<file path="config.mk">
export PLATFORM = sky130hd
export DESIGN_NAME = dto_odt_ctrl
export DESIGN_NICKNAME = d
export VERILOG_FILES = /design/src/common/dto_pkg.sv /design/src/rtl/dto_odt_ctrl.sv
export SDC_FILE = /design/constraint.sdc
export NUM_CORES = 1
export LEC_CHECK = 0
export BUFFER_PORTS_ARGS = -buffer_cell sky130_fd_sc_hd__buf_2
export CAP_MARGIN = 15
export CORE_AREA = 10 10 142 144
export CTS_CLUSTER_DIAMETER = 80
export DETAILED_ROUTE_END_ITERATION = 12
export DIE_AREA = 0 0 152 154
export HOLD_SLACK_MARGIN = 0.06
export PLACE_DENSITY_LB_ADDON = 0.3
export SYNTH_ARGS = -nofsm -noshare
export SYNTH_HDL_FRONTEND = slang
export SYNTH_SLANG_ARGS = --single-unit
</file>
<file path="constraint.sdc">
create_clock -name pclk -period 9.21 [get_ports pclk]
set_input_delay 0.4605 -clock pclk [delete_from_list [all_inputs] [get_ports pclk]]
set_output_delay 0.4605 -clock pclk [all_outputs]
set_load 0.02 [all_outputs]
</file>
<file path="src/common/dto_pkg.sv">
package dto_pkg;

	// APB register byte offsets
	localparam logic [7:0] DTO_MR0_OFS = 8'h00;
	localparam logic [7:0] DTO_MR1_OFS = 8'h04;
	localparam logic [7:0] DTO_MR2_OFS = 8'h08;
	localparam logic [7:0] DTO_CTRL_OFS = 8'h0C;
	localparam logic [7:0] DTO_STAT_OFS = 8'h10;

	// Reset values
	localparam logic [15:0] DTO_MR0_RST = 16'h0000;
	localparam logic [15:0] DTO_MR1_RST = 16'h0000;
	localparam logic [15:0] DTO_MR2_RST = 16'h0000;
	localparam logic [4:0] DTO_CTRL_RST = 5'h00;

	// Mode register field positions
	localparam int DTO_MR0_DLL_PD_BIT = 12;
	localparam int DTO_MR0_CL_LSB = 4;
	localparam int DTO_MR1_NOM_B2 = 9;
	localparam int DTO_MR1_NOM_B1 = 6;
	localparam int DTO_MR1_NOM_B0 = 2;
	localparam int DTO_MR1_AL_LSB = 3;
	localparam int DTO_MR2_CWL_LSB = 3;
	localparam int DTO_MR2_WR_LSB = 9;

	// Control register bit positions
	localparam int DTO_CTRL_DLL_ON = 0;
	localparam int DTO_CTRL_DLL_LOCK = 1;
	localparam int DTO_CTRL_CKE = 2;
	localparam int DTO_CTRL_ACT_PD = 3;
	localparam int DTO_CTRL_PRE_PD = 4;

	// Latency decode bases and burst hold times in clock cycles
	localparam logic [5:0] DTO_CL_BASE = 6'h04;
	localparam logic [5:0] DTO_CWL_BASE = 6'h05;
	localparam logic [5:0] DTO_ODTL_SUB = 6'h02;
	localparam logic [3:0] DTO_CWN8_ADD = 4'h6;
	localparam logic [3:0] DTO_CWN4_ADD = 4'h4;
	localparam int DTO_HIST_LEN = 32;

	// Nominal termination codes from MR1[9,6,2]
	localparam logic [2:0] DTO_NOM_OFF = 3'h0;
	localparam logic [2:0] DTO_NOM_RZQ4 = 3'h1;
	localparam logic [2:0] DTO_NOM_RZQ2 = 3'h2;
	localparam logic [2:0] DTO_NOM_RZQ6 = 3'h3;
	localparam logic [2:0] DTO_NOM_RZQ12 = 3'h4;
	localparam logic [2:0] DTO_NOM_RZQ8 = 3'h5;

	// Write termination codes from MR2[10,9]
	localparam logic [1:0] DTO_WR_OFF = 2'h0;
	localparam logic [1:0] DTO_WR_RZQ4 = 2'h1;
	localparam logic [1:0] DTO_WR_RZQ2 = 2'h2;

	// Ohm values, RZQ = 240
	localparam logic [7:0] DTO_OHM_OFF = 8'h00;
	localparam logic [7:0] DTO_OHM_60 = 8'h3C;
	localparam logic [7:0] DTO_OHM_120 = 8'h78;
	localparam logic [7:0] DTO_OHM_40 = 8'h28;
	localparam logic [7:0] DTO_OHM_20 = 8'h14;
	localparam logic [7:0] DTO_OHM_30 = 8'h1E;

	// Applied termination state, Gray along off -> nominal -> write
	typedef enum logic [1:0] {
		DTO_TERM_OFF = 2'b00,
		DTO_TERM_NOM = 2'b01,
		DTO_TERM_WR = 2'b11
	} dto_term_e;

	// Command pins sampled on each rising edge
	typedef struct packed {
		logic odt;
		logic wr;
		logic bc4;
	} dto_cmd_s;

	// Termination result presented at the outputs
	typedef struct packed {
		dto_term_e state;
		logic [7:0] ohms;
		logic undef;
		logic sync_mode;
	} dto_term_s;

endpackage

</file>
<file path="src/rtl/dto_odt_ctrl.sv">
// Summary of operation
// - Dynamic termination is on when MR2 bit 9 or bit 10 is set.
// - MR1 bits 9,6,2 select nominal: off, 60, 120, 40, 20, 30; 110/111 reserved.
// - MR2 bits 10,9 select write value: off, 60, 120; 11 reserved.
// - Without reads or writes nominal strength applies, switched by delayed ODT.
// - Every write variant, BC4 or BL8, fixed or on the fly, starts switching.
// - Write strength starts WL minus 2 cycles after write registration.
// - Nominal returns ODTL off plus 6 (BL8) or plus 4 (BC4) cycles after write.
// - Termination value is undefined briefly after the nominal-to-write switch.
// - In dynamic mode on/off still follows ODT pin latencies and high times.
// - Synchronous mode needs DLL on and locked, termination enabled, allowed state.
// - Termination turns on/off ODTL cycles after ODT is sampled high/low.
// - Both ODT latencies equal CWL plus AL minus 2.
// - Internal ODT lags the pin by ODTL, which holds the additive latency from MR1 bits 4,3.
// - With write termination off, writes use the nominal value.
module dto_odt_ctrl
	import dto_pkg::*;
(
	input wire logic pclk, // Clock, 125 MHz
	input wire logic presetn, // Asynchronous reset, active low
	input wire logic psel, // APB select
	input wire logic penable, // APB access phase
	input wire logic pwrite, // APB direction, high for write
	input wire logic [7:0] paddr, // APB byte address
	input wire logic [31:0] pwdata, // APB write data
	input wire logic [3:0] pstrb, // APB byte strobes
	output logic [31:0] prdata, // APB read data
	output logic pready, // APB ready, always high
	output logic pslverr, // APB error on unmapped address
	input wire dto_cmd_s cmd_i, // ODT pin and write command pins
	output dto_term_s term_o // Applied termination
);

	// Software-visible mode and state registers
	logic [15:0] mr0_q;
	logic [15:0] mr1_q;
	logic [15:0] mr2_q;
	logic [4:0] ctrl_q;

	// Pin histories, termination enable and the write-strength window
	logic [DTO_HIST_LEN-1:0] odt_hist_q;
	logic [DTO_HIST_LEN-1:0] wr_hist_q;
	logic [DTO_HIST_LEN-1:0] bc4_hist_q;
	logic term_on_q;
	logic wr_win_q;
	logic [3:0] wr_cnt_q;

	// Applied result, current and next
	dto_term_e state_q;
	dto_term_e state_d;
	logic [7:0] ohms_q;
	logic [7:0] ohms_d;
	logic undef_q;

	// Decoded fields, latencies and delayed pin samples
	logic [2:0] nom_code;
	logic [1:0] wr_code;
	logic dyn_en;
	logic nom_en;
	logic rsvd_code;
	logic [5:0] cl;
	logic [5:0] cwl;
	logic [5:0] al;
	logic [5:0] odtl;
	logic [4:0] tap;
	logic sync_mode;
	logic odt_int;
	logic wr_start;
	logic bc4_start;

	// Bus decode and the status word
	logic acc_wr;
	logic addr_ok;
	logic [31:0] stat_word;

	// Mode register field decode
	assign nom_code = {mr1_q[DTO_MR1_NOM_B2], mr1_q[DTO_MR1_NOM_B1], mr1_q[DTO_MR1_NOM_B0]};
	assign wr_code = mr2_q[DTO_MR2_WR_LSB +: 2];
	assign dyn_en = mr2_q[DTO_MR2_WR_LSB] | mr2_q[DTO_MR2_WR_LSB+1];
	// Reserved nominal codes apply no termination rather than a bogus value
	assign nom_en = (nom_code != DTO_NOM_OFF) && !(nom_code[2] & nom_code[1]);
	// Reserved codes are flagged for software; write code 11 applies 60 ohms
	assign rsvd_code = (nom_code[2] & nom_code[1]) | (wr_code == 2'h3);

	// Latency arithmetic: CL and CWL from their fields, AL from MR1
	// CL matters only through AL; values beyond the speed bins are not refused
	assign cl = DTO_CL_BASE + {3'h0, mr0_q[DTO_MR0_CL_LSB +: 3]};
	assign cwl = DTO_CWL_BASE + {3'h0, mr2_q[DTO_MR2_CWL_LSB +: 3]};

	// AL code 11 is reserved and taken as zero so latency stays sane
	always_comb begin
		unique case (mr1_q[DTO_MR1_AL_LSB +: 2])
			2'h1: al = cl - 6'h01;
			2'h2: al = cl - 6'h02;
			default: al = 6'h00;
		endcase
	end

	// One latency serves turn-on, turn-off and the strength switch
	// It already holds AL, so no separate AL delay line is kept
	assign odtl = cwl + al - DTO_ODTL_SUB;
	// History tap for a sample taken odtl edges ago; saturates at the line length
	// Entry zero holds the last edge's sample, so a latency of n reads entry n-1
	// Latencies above the line length are a known limit: they clip to 32 edges
	assign tap = (odtl > 6'(DTO_HIST_LEN)) ? 5'h1F : 5'(odtl - 6'h01);

	// Synchronous mode needs a running, locked DLL in a state that keeps it
	// Precharge power-down keeps the mode only when the DLL stays on in it
	always_comb begin
		sync_mode = ctrl_q[DTO_CTRL_DLL_ON] & ctrl_q[DTO_CTRL_DLL_LOCK] & (nom_en | dyn_en);
		if (!(ctrl_q[DTO_CTRL_CKE] | ctrl_q[DTO_CTRL_ACT_PD] |
				(ctrl_q[DTO_CTRL_PRE_PD] & mr0_q[DTO_MR0_DLL_PD_BIT]))) begin
			sync_mode = 1'b0;
		end
	end

	// Sampled pin histories; entry k holds the sample from k+1 edges ago
	// A plain shift line keeps every sample, so pulses shorter than the latency
	// still come out in order; area is traded for simplicity here
	always_ff @(posedge pclk or negedge presetn) begin
		if (!presetn) begin
			odt_hist_q <= '0;
			wr_hist_q <= '0;
			bc4_hist_q <= '0;
		end else begin
			odt_hist_q <= {odt_hist_q[DTO_HIST_LEN-2:0], cmd_i.odt};
			wr_hist_q <= {wr_hist_q[DTO_HIST_LEN-2:0], cmd_i.wr};
			bc4_hist_q <= {bc4_hist_q[DTO_HIST_LEN-2:0], cmd_i.bc4};
		end
	end

	// Delayed ODT already folds AL in, as the latency includes it
	// Write and burst taps match the ODT tap, so the three stay aligned
	assign odt_int = odt_hist_q[tap];
	assign wr_start = wr_hist_q[tap] & dyn_en;
	assign bc4_start = bc4_hist_q[tap];

	// Termination on/off; outside synchronous mode the pin acts without latency
	// Asynchronous mode is simplified to one edge; analog delays are not modelled
	// Both terminations off hold it low whatever the pin does
	always_ff @(posedge pclk or negedge presetn) begin
		if (!presetn) begin
			term_on_q <= 1'b0;
		end else if (!(nom_en | dyn_en)) begin
			term_on_q <= 1'b0;
		end else if (sync_mode) begin
			term_on_q <= odt_int;
		end else begin
			term_on_q <= cmd_i.odt;
		end
	end

	// Write-strength window: opens at WL-2 and closes 4 or 6 cycles later
	// Burst length comes from the sample that opened the window
	// With dynamic termination off a write never opens it
	always_ff @(posedge pclk or negedge presetn) begin
		if (!presetn) begin
			wr_win_q <= 1'b0;
			wr_cnt_q <= 4'h0;
		end else if (!dyn_en) begin
			wr_win_q <= 1'b0;
			wr_cnt_q <= 4'h0;
		end else if (wr_start) begin
			// A later write restarts the window, covering back-to-back bursts
			wr_win_q <= 1'b1;
			wr_cnt_q <= bc4_start ? DTO_CWN4_ADD : DTO_CWN8_ADD;
		end else if (wr_cnt_q == 4'h1) begin
			wr_win_q <= 1'b0;
			wr_cnt_q <= 4'h0;
		end else if (wr_cnt_q != 4'h0) begin
			wr_cnt_q <= wr_cnt_q - 4'h1;
		end
	end

	// Applied state and its value in ohms
	// Write strength wins; with nominal off only the write window terminates
	always_comb begin
		state_d = DTO_TERM_OFF;
		ohms_d = DTO_OHM_OFF;
		if (term_on_q && wr_win_q) begin
			state_d = DTO_TERM_WR;
			ohms_d = (wr_code == DTO_WR_RZQ2) ? DTO_OHM_120 : DTO_OHM_60;
		end else if (term_on_q && nom_en) begin
			state_d = DTO_TERM_NOM;
			unique case (nom_code)
				DTO_NOM_RZQ4: ohms_d = DTO_OHM_60;
				DTO_NOM_RZQ2: ohms_d = DTO_OHM_120;
				DTO_NOM_RZQ6: ohms_d = DTO_OHM_40;
				DTO_NOM_RZQ12: ohms_d = DTO_OHM_20;
				DTO_NOM_RZQ8: ohms_d = DTO_OHM_30;
				default: ohms_d = DTO_OHM_OFF;
			endcase
		end
	end

	// Registered termination result
	// Both fields move on one edge, so state and ohms never disagree
	always_ff @(posedge pclk or negedge presetn) begin
		if (!presetn) begin
			state_q <= DTO_TERM_OFF;
			ohms_q <= DTO_OHM_OFF;
		end else begin
			state_q <= state_d;
			ohms_q <= ohms_d;
		end
	end

	// Undefined flag covers the cycle after a nominal-to-write switch
	// Entry from off counts too, as the value is still settling then
	always_ff @(posedge pclk or negedge presetn) begin
		if (!presetn) begin
			undef_q <= 1'b0;
		end else begin
			undef_q <= (state_d == DTO_TERM_WR) && (state_q != DTO_TERM_WR);
		end
	end

	// Result fields; sync_mode is live so mode changes show at once
	assign term_o.state = state_q;
	assign term_o.ohms = ohms_q;
	assign term_o.undef = undef_q;
	assign term_o.sync_mode = sync_mode;

	// APB decode; the slave never stalls
	// No wait state is needed, as read data is loaded in the setup cycle
	assign acc_wr = psel & penable & pwrite;
	// Only the five aligned offsets are mapped; any other address is refused
	assign addr_ok = (paddr == DTO_MR0_OFS) || (paddr == DTO_MR1_OFS) ||
		(paddr == DTO_MR2_OFS) || (paddr == DTO_CTRL_OFS) || (paddr == DTO_STAT_OFS);
	assign pready = 1'b1;
	assign pslverr = psel & penable & ~addr_ok;

	// Mode register writes, two byte lanes each
	// Only the two low lanes exist; upper strobes are ignored
	// A write to an unmapped address changes nothing
	always_ff @(posedge pclk or negedge presetn) begin
		if (!presetn) begin
			mr0_q <= DTO_MR0_RST;
			mr1_q <= DTO_MR1_RST;
			mr2_q <= DTO_MR2_RST;
		end else if (acc_wr) begin
			for (int b = 0; b < 2; b++) begin
				if (pstrb[b] && paddr == DTO_MR0_OFS) begin
					mr0_q[b*8 +: 8] <= pwdata[b*8 +: 8];
				end
				if (pstrb[b] && paddr == DTO_MR1_OFS) begin
					mr1_q[b*8 +: 8] <= pwdata[b*8 +: 8];
				end
				if (pstrb[b] && paddr == DTO_MR2_OFS) begin
					mr2_q[b*8 +: 8] <= pwdata[b*8 +: 8];
				end
			end
		end
	end

	// Device state bits from the command decoder side
	// Lane zero carries all five state bits
	always_ff @(posedge pclk or negedge presetn) begin
		if (!presetn) begin
			ctrl_q <= DTO_CTRL_RST;
		end else if (acc_wr && paddr == DTO_CTRL_OFS && pstrb[0]) begin
			ctrl_q <= pwdata[4:0];
		end
	end

	// Status word, field by field
	// Software reads the live latency, so a mode write can be checked at once
	always_comb begin
		stat_word = 32'h0000_0000;
		stat_word[1:0] = state_q; // Applied state
		stat_word[2] = term_on_q; // Termination on; delayed pin level only in sync mode with a termination enabled
		stat_word[3] = wr_win_q; // Write-strength window
		stat_word[4] = dyn_en;
		stat_word[5] = sync_mode;
		stat_word[6] = rsvd_code; // Reserved code programmed
		stat_word[7] = undef_q;
		stat_word[13:8] = odtl;
	end

	// Read data is loaded at the setup edge and stands through the access phase
	// Unmapped reads return zero; the error itself goes out on pslverr
	always_ff @(posedge pclk or negedge presetn) begin
		if (!presetn) begin
			prdata <= 32'h0000_0000;
		end else if (psel && !penable && !pwrite) begin
			unique case (paddr)
				DTO_MR0_OFS: prdata <= {16'h0000, mr0_q};
				DTO_MR1_OFS: prdata <= {16'h0000, mr1_q};
				DTO_MR2_OFS: prdata <= {16'h0000, mr2_q};
				DTO_CTRL_OFS: prdata <= {27'h0000000, ctrl_q};
				DTO_STAT_OFS: prdata <= stat_word;
				default: prdata <= 32'h0000_0000;
			endcase
		end
	end

endmodule

</file>
After elaboration in Yosys (flattened, before gate mapping)

Index checks and enable logic that the tools add are counted.

Register bits: 198
Word-level logic and storage cells: 115
Output and inout bits: 46
Input bits: 52

Bitwise logic cells: 14
$lt $le $gt $ge: 2
$add $sub $neg: 8
Reduce and logical (&&, ||, !) cells: 30
Multiplexer cells: 26
Eq/ne operators: 18

Operators by type and width:

| kind                  | count |
|---|---|
| $pmux W16 S5          | 1 |
| $pmux W7 S5           | 1 |
| $mux W7               | 3 |
| $eq A8 B4 Y1 const B  | 2 |
| $mux W4               | 4 |
| $bmux W1 S5           | 3 |
| $logic_and A1 B1 Y1   | 14 |
| $pmux W6 S2           | 1 |
| $reduce_and A2 Y1     | 6 |
| $mux W1               | 10 |
| $add A3 B3 Y4 const A | 2 |
| $and A1 B1 Y1         | 8 |
| $eq A2 B2 Y1 const B  | 4 |
| $eq A8 B3 Y1 const B  | 1 |
| $eq A8 B5 Y1 const B  | 1 |
| $logic_not A8 Y1      | 1 |
| $add A4 B6 Y6         | 1 |
| $eq A3 B2 Y1 const B  | 2 |
| $eq A3 B3 Y1 const B  | 2 |
| $gt A6 B6 Y1 const B  | 1 |
| $lt A5 B6 Y1 const B  | 1 |
| $sub A6 B2 Y6 const B | 1 |
| $mux W5               | 1 |
| $or A1 B1 Y1          | 5 |
| other kinds (16)      | 22 |

Logic depth before layout (Yosys ltp)

Word-level depth: 12
Mapped depth: 17
Mapped depth without buffers: 16

Least setup slack after synthesis

No wires, ideal clock.

Path kind: register -> register
From: reg mr0_q[5]
To: reg wr_cnt_q[1]
Arrival: 3.478 ns
Required time: 9.118 ns
Stages on the path, launching flop included: 16
Setup time: 0.092 ns
Path buffers: 0
Setup slack: 5.640 ns
Period minus slack after synthesis: 3.570 ns
Path through: dfrtp_1 inv_1 ha_1 o22ai_1 nand2b_1 ha_1 inv_1 ha_1 inv_1 fa_1 nand2_1 a211o_2 nand2_4 mux4_2 o21bai_4 o31ai_2

Word-level cells in the longest chain between the ends: 12

RTL lines:

| element                                        | RTL line                                 | text |
|---|---|---|
| start: declaration                             | dto_odt_ctrl.sv:35                       | `logic [15:0] mr0_q;` |
| start signal: indexed assignment               | dto_odt_ctrl.sv:244                      | `mr0_q[b*8 +: 8] <= pwdata[b*8 +: 8];` |
| $add A3 B3 Y4 (*)                              | dto_odt_ctrl.sv:87                       | `assign cl = DTO_CL_BASE + {3'h0, mr0_q[DTO_MR0_CL_LSB +: 3]};` |
| $sub A4 B2 Y5 or $sub A4 B1 Y5 (tied branches) | dto_odt_ctrl.sv:94, dto_odt_ctrl.sv:93   |  |
| $pmux W6 S2 (*)                                | dto_odt_ctrl.sv:92                       | `unique case (mr1_q[DTO_MR1_AL_LSB +: 2])` |
| $add A4 B6 Y6 (*)                              | dto_odt_ctrl.sv:101                      | `assign odtl = cwl + al - DTO_ODTL_SUB;` |
| $sub A6 B2 Y6 (*)                              | dto_odt_ctrl.sv:101                      |  |
| $sub A5 B1 Y5 or $gt A6 B6 Y1 (tied branches)  | dto_odt_ctrl.sv:105                      | `assign tap = (odtl > 6'(DTO_HIST_LEN)) ? 5'h1F : 5'(odtl - 6'h01);` |
| $mux W5 (*)                                    | dto_odt_ctrl.sv:105                      |  |
| $bmux W1 S5, on equally long branches          | dto_odt_ctrl.sv:136, dto_odt_ctrl.sv:135 |  |
| $mux W1, on equally long branches              | dto_odt_ctrl.sv:136, dto_odt_ctrl.sv:135 |  |
| $mux W2 or $and A1 B1 Y1 (tied branches)       | dto_odt_ctrl.sv:166, dto_odt_ctrl.sv:135 |  |
| $mux W4                                        | dto_odt_ctrl.sv:163                      | `end else if (wr_start) begin` |
| $mux W4                                        | dto_odt_ctrl.sv:160                      | `end else if (!dyn_en) begin` |
| end signal: assignment                         | dto_odt_ctrl.sv:166                      | `wr_cnt_q <= bc4_start ? DTO_CWN4_ADD : DTO_CWN8_ADD;` |
| end signal: assignment                         | dto_odt_ctrl.sv:171                      | `wr_cnt_q <= wr_cnt_q - 4'h1;` |
| end: declaration                               | dto_odt_ctrl.sv:46                       | `logic [3:0] wr_cnt_q;` |

Every way passes the cells marked *; elsewhere a longest branch is shown, timed or not. The select of a mux whose other input is x is not followed.
A chain may end at the register's enable or synchronous reset.

Final worst setup path

Same ends and word-level chain as after synthesis.

==> results.tsv <==
stage	metric	value	unit
outcome	run status	finished, final reports clean	
routing	WL/cell	18.8	um
die	Row Count	48	
timing	Final period util	46.9	%
setup_path	Setup crit start kind	register	
hold_path	Hold Path Class	primary input to asynchronous set/reset pin	
global_routing	first-pass GRT wire length	26400	um
cells_and_area	Area growth, synth to finish	12.9	%
place	RePlAce Congestion	0.801	
timing	Final min period	4320	ps
timing	Setup Viol. Count Final	0	
cts	Gates resized, CTS repair	0	
cts	htree depth	4	
logic_synthesis	#FFs+latches synth	180	
routing	Post-DRT Antenna Nets	0	
routing	DR pass1 iterations	4	
logic_synthesis	ys async rst share	100	%
logic_synthesis	top-area cell type share of the netlist area	58.4	%
setup_path	critical path's top delay family	adder cells	
logic_synthesis	sequential cell area fraction in the yosys report	58.4	%
cells_and_area	diodes inserted	0	
timing	Slew @ Worst Pin	1130	ps
logic_synthesis	Post-Synthesis Cells	553	
setup_path	worst stage delay on the critical path	1030	ps
timing	post-route setup slack	4890	ps
setup_path	cell mode on critical path	ha_1	
setup_path	R2R Setup Slk	4890	ps
routing	Post-Route M1 WL	7280	um
cts	clock root buffer	clkbuf_16	
setup_path	R2R depth	14	
cts	Clk Latency, worst-skew pair	420	ps
routing	Routed Wire Length	15900	um
global_routing	largest net degree at the start of global routing	97	
global_routing	GRT Overall Usage	14.0	%
cts	Clock transition at path regs	60	ps
cells_and_area	share of layout cells above drive strength 1	26.1	%
logic_synthesis	synthesized area	7710	um2
cts	Post-CTS Setup Bufs	0	
routing	routed wl met3	734	um
timing	clk_skew	6.90	ps
timing	setup_tns	0	ps
power	power after layout	1.60	mW
global_routing	initial antenna violation count	0	
place	placed cell area	8120	um2
setup_path	Worst Path Arrival	4650	ps
logic_synthesis	syn_area_per_cell	13.9	um2
die	core area	17200	um2
cts	number of CTS-inserted buffers	17	
timing	unrepaired setup endpoints after global routing	false	
routing	Initial DRC Count	202	
logic_synthesis	synth top area cells	dfrtp_1, mux4_2, mux2_1	
global_routing	global route overflow	0	
setup_path	Worst R2R Start	mr0_q[5]$_DFFE_PN0P_	
logic_synthesis	EDFF count, synth	0	
die	die area	23400	um2
die	Die Y	154	um
power	Power Dens Cells	184	nW/um2
setup_path	CP bufs+invs	3	
global_routing	vias in the first global route	4826	
routing	DRC	0	
logic_synthesis	Yosys cell types	62	
cts	CTS tree	built	
setup_path	reg-to-reg endpoint	wr_cnt_q[1]$_DFFE_PN0P_	
setup_path	highest-delay cell along the critical path	ha_1	
power	Lkg Pwr	4.14	nW
die	Starting Density	44.9	%
place	pre-CTS WS	4860	ps
timing	Max-slew headroom	24.6	%
routing	vias per cell	5.26	
cts	Clock Path Buffers	2	
setup_path	Crit Path Max Fanout	24	
cells_and_area	design area	8700	um2
logic_synthesis	area leader, netlist	dfrtp_1	
routing	met2 wire length	7710	um
setup_path	Critical Path RT	9540	ps
setup_path	crit-path cells	inv_1 > ha_1 > o22ai_1 > nand2b_1 > ha_1 > inv_1 > ha_1 > inv_1 > ha_1 > mux4_2 > mux2i_1 > mux4_2 > o21bai_4 > o31ai_2	
cells_and_area	filler cell count in the final layout	1458	
die	Chip Width	152	um
place	Port-buffer cells	60	
place	post-DP HPWL	11100	um
die	I/O Pins	98	
cts	Clock Sinks	180	
setup_path	Worst Setup End Kind	register	
timing	Final Max Tran Viols	0	
logic_synthesis	Post-synth top flop	dfrtp_1	
run	Max Cap Viol	0	
setup_path	Crit Path Category	register to register	
timing	Max Fclk	0.231	GHz
cells_and_area	final layout net count	684	
timing	Hold Vio Cnt, Final	0	
cts	hold buffers post-CTS	0	
logic_synthesis	YS warnings	0	
routing	Vias	4468	
routing	Top Layer Used	met4	
cells_and_area	Finished Core Util	50.7	%
power	peak supply drop	165	uV
area by class of cell:
cell class	instances	area, um2	share of cell area [%]
Sequential cell	180	4500	51.8
Timing Repair Buffer	63	349	4.01
Clock buffer	22	454	5.22
Inverter	23	86.3	0.992
Multi-Input combinational cell	327	2920	33.6
Tap cell	225	282	3.24
Clock inverter	9	104	1.19
Yosys cell counts (3+ instances only):
library cell and n:
buf_4 21, a222oi_1 3, nor3_1 5, a221oi_1 8
mux2i_1 21, a211oi_1 4, ha_1 19, nand2_1 34
nand4_1 3, buf_2 5, mux2_2 24, nand2b_1 3
dfrtp_1 180, and3_1 5, o31ai_1 3, nand3_1 7
mux2_1 27, clkbuf_1 10, o21ai_0 23, or3_1 4
nor2_1 24, a21oi_1 11, xnor2_1 3, nor2b_1 8
and2_1 3, mux4_2 29, nand2_4 3, inv_1 23
worst max-delay path by stage:
stage                                    to                  from  slack [ps]  cells past startpoint
floorplan           wr_cnt_q[1]$_DFFE_PN0P_  mr0_q[5]$_DFFE_PN0P_        5640                     15
global placement    wr_cnt_q[1]$_DFFE_PN0P_  mr0_q[5]$_DFFE_PN0P_        4940                     14
detailed placement  wr_cnt_q[1]$_DFFE_PN0P_  mr0_q[5]$_DFFE_PN0P_        4860                     14
CTS                 wr_cnt_q[1]$_DFFE_PN0P_  mr0_q[5]$_DFFE_PN0P_        4850                     14
global route        wr_cnt_q[1]$_DFFE_PN0P_  mr0_q[4]$_DFFE_PN0P_        4650                     14
finish              wr_cnt_q[1]$_DFFE_PN0P_  mr0_q[5]$_DFFE_PN0P_        4890                     14
cell families after synthesis:
group / Yosys count / share of synthesized area [%]
flip-flops: 180 / 58.4
AND/OR/NAND/NOR: 113 / 7.82
multiplexers: 101 / 18.6
AO/OA/AOI/OAI: 67 / 6.07
buffers and inverters: 63 / 4.50
adder cells (fa/ha/maj): 20 / 3.34
XOR/XNOR: 7 / 1.09
other: 2 / 0.0974
metal layers:
metal | GRT usage [%] | up-vias
met5 | 0 | -
met4 | 3.71 | 0
met3 | 4.46 | 15
met2 | 22.9 | 98
met1 | 17.6 | 2308
li1 | - | 2047
flip-flops by register name, summed over array words and instances (netlist names), 2 cells and up:
| signal | flops |
|---|---|
| state_q | 2 |
| odt_hist_q | 32 |
| bc4_hist_q | 32 |
| ctrl_q | 5 |
| ohms_q | 6 |
| mr1_q | 16 |
| mr0_q | 16 |
| wr_cnt_q | 4 |
| wr_hist_q | 32 |
| mr2_q | 16 |
| prdata | 16 |
power breakdown:
part | internal [mW] | switching [mW] | leakage, nW | total (mW)
sequential | 0.814 | 0.0128 | 2.28 | 0.827
clock | 0.404 | 0.285 | 0.270 | 0.689
combinational | 0.0336 | 0.0506 | 1.59 | 0.0842
metrics by stage:
stage          cells  hold WS [ps]
2_1_floorplan    570           165
6_report         849          72.9
5_1_grt          849           120
3_3_place_gp     817           355
3_5_place_dp     817           356
4_1_cts          848           122
placed cells by master (no fill, tap or decap), types with 2 or more instances in the layout:
cell          n
a222oi_1      3
a21boi_0      2
conb_1       19
nand3_1       7
xnor2_1       3
a221oi_1      8
dfrtp_1     180
clkinvlp_4    2
clkbuf_1      4
o31ai_1       3
mux2_2       24
nor2b_1       8
ha_1         19
mux2_1       27
nand4_1       3
mux2i_1      21
buf_4         2
inv_1        23
nor2_1       24
nor2_2        2
clkbuf_16    17
o21ai_0      23
xnor2_2       2
nand2b_1      3
and2_1        3
and3_1        5
or3_1         4
nand2_2       2
buf_2        59
clkinv_2      4
bufinv_16     2
a21oi_1      11
nor3_1        5
nand2_4       3
a211oi_1      4
a31oi_1       2
nand2_1      34
mux4_2       29
Power figures use the tool's default switching activity.
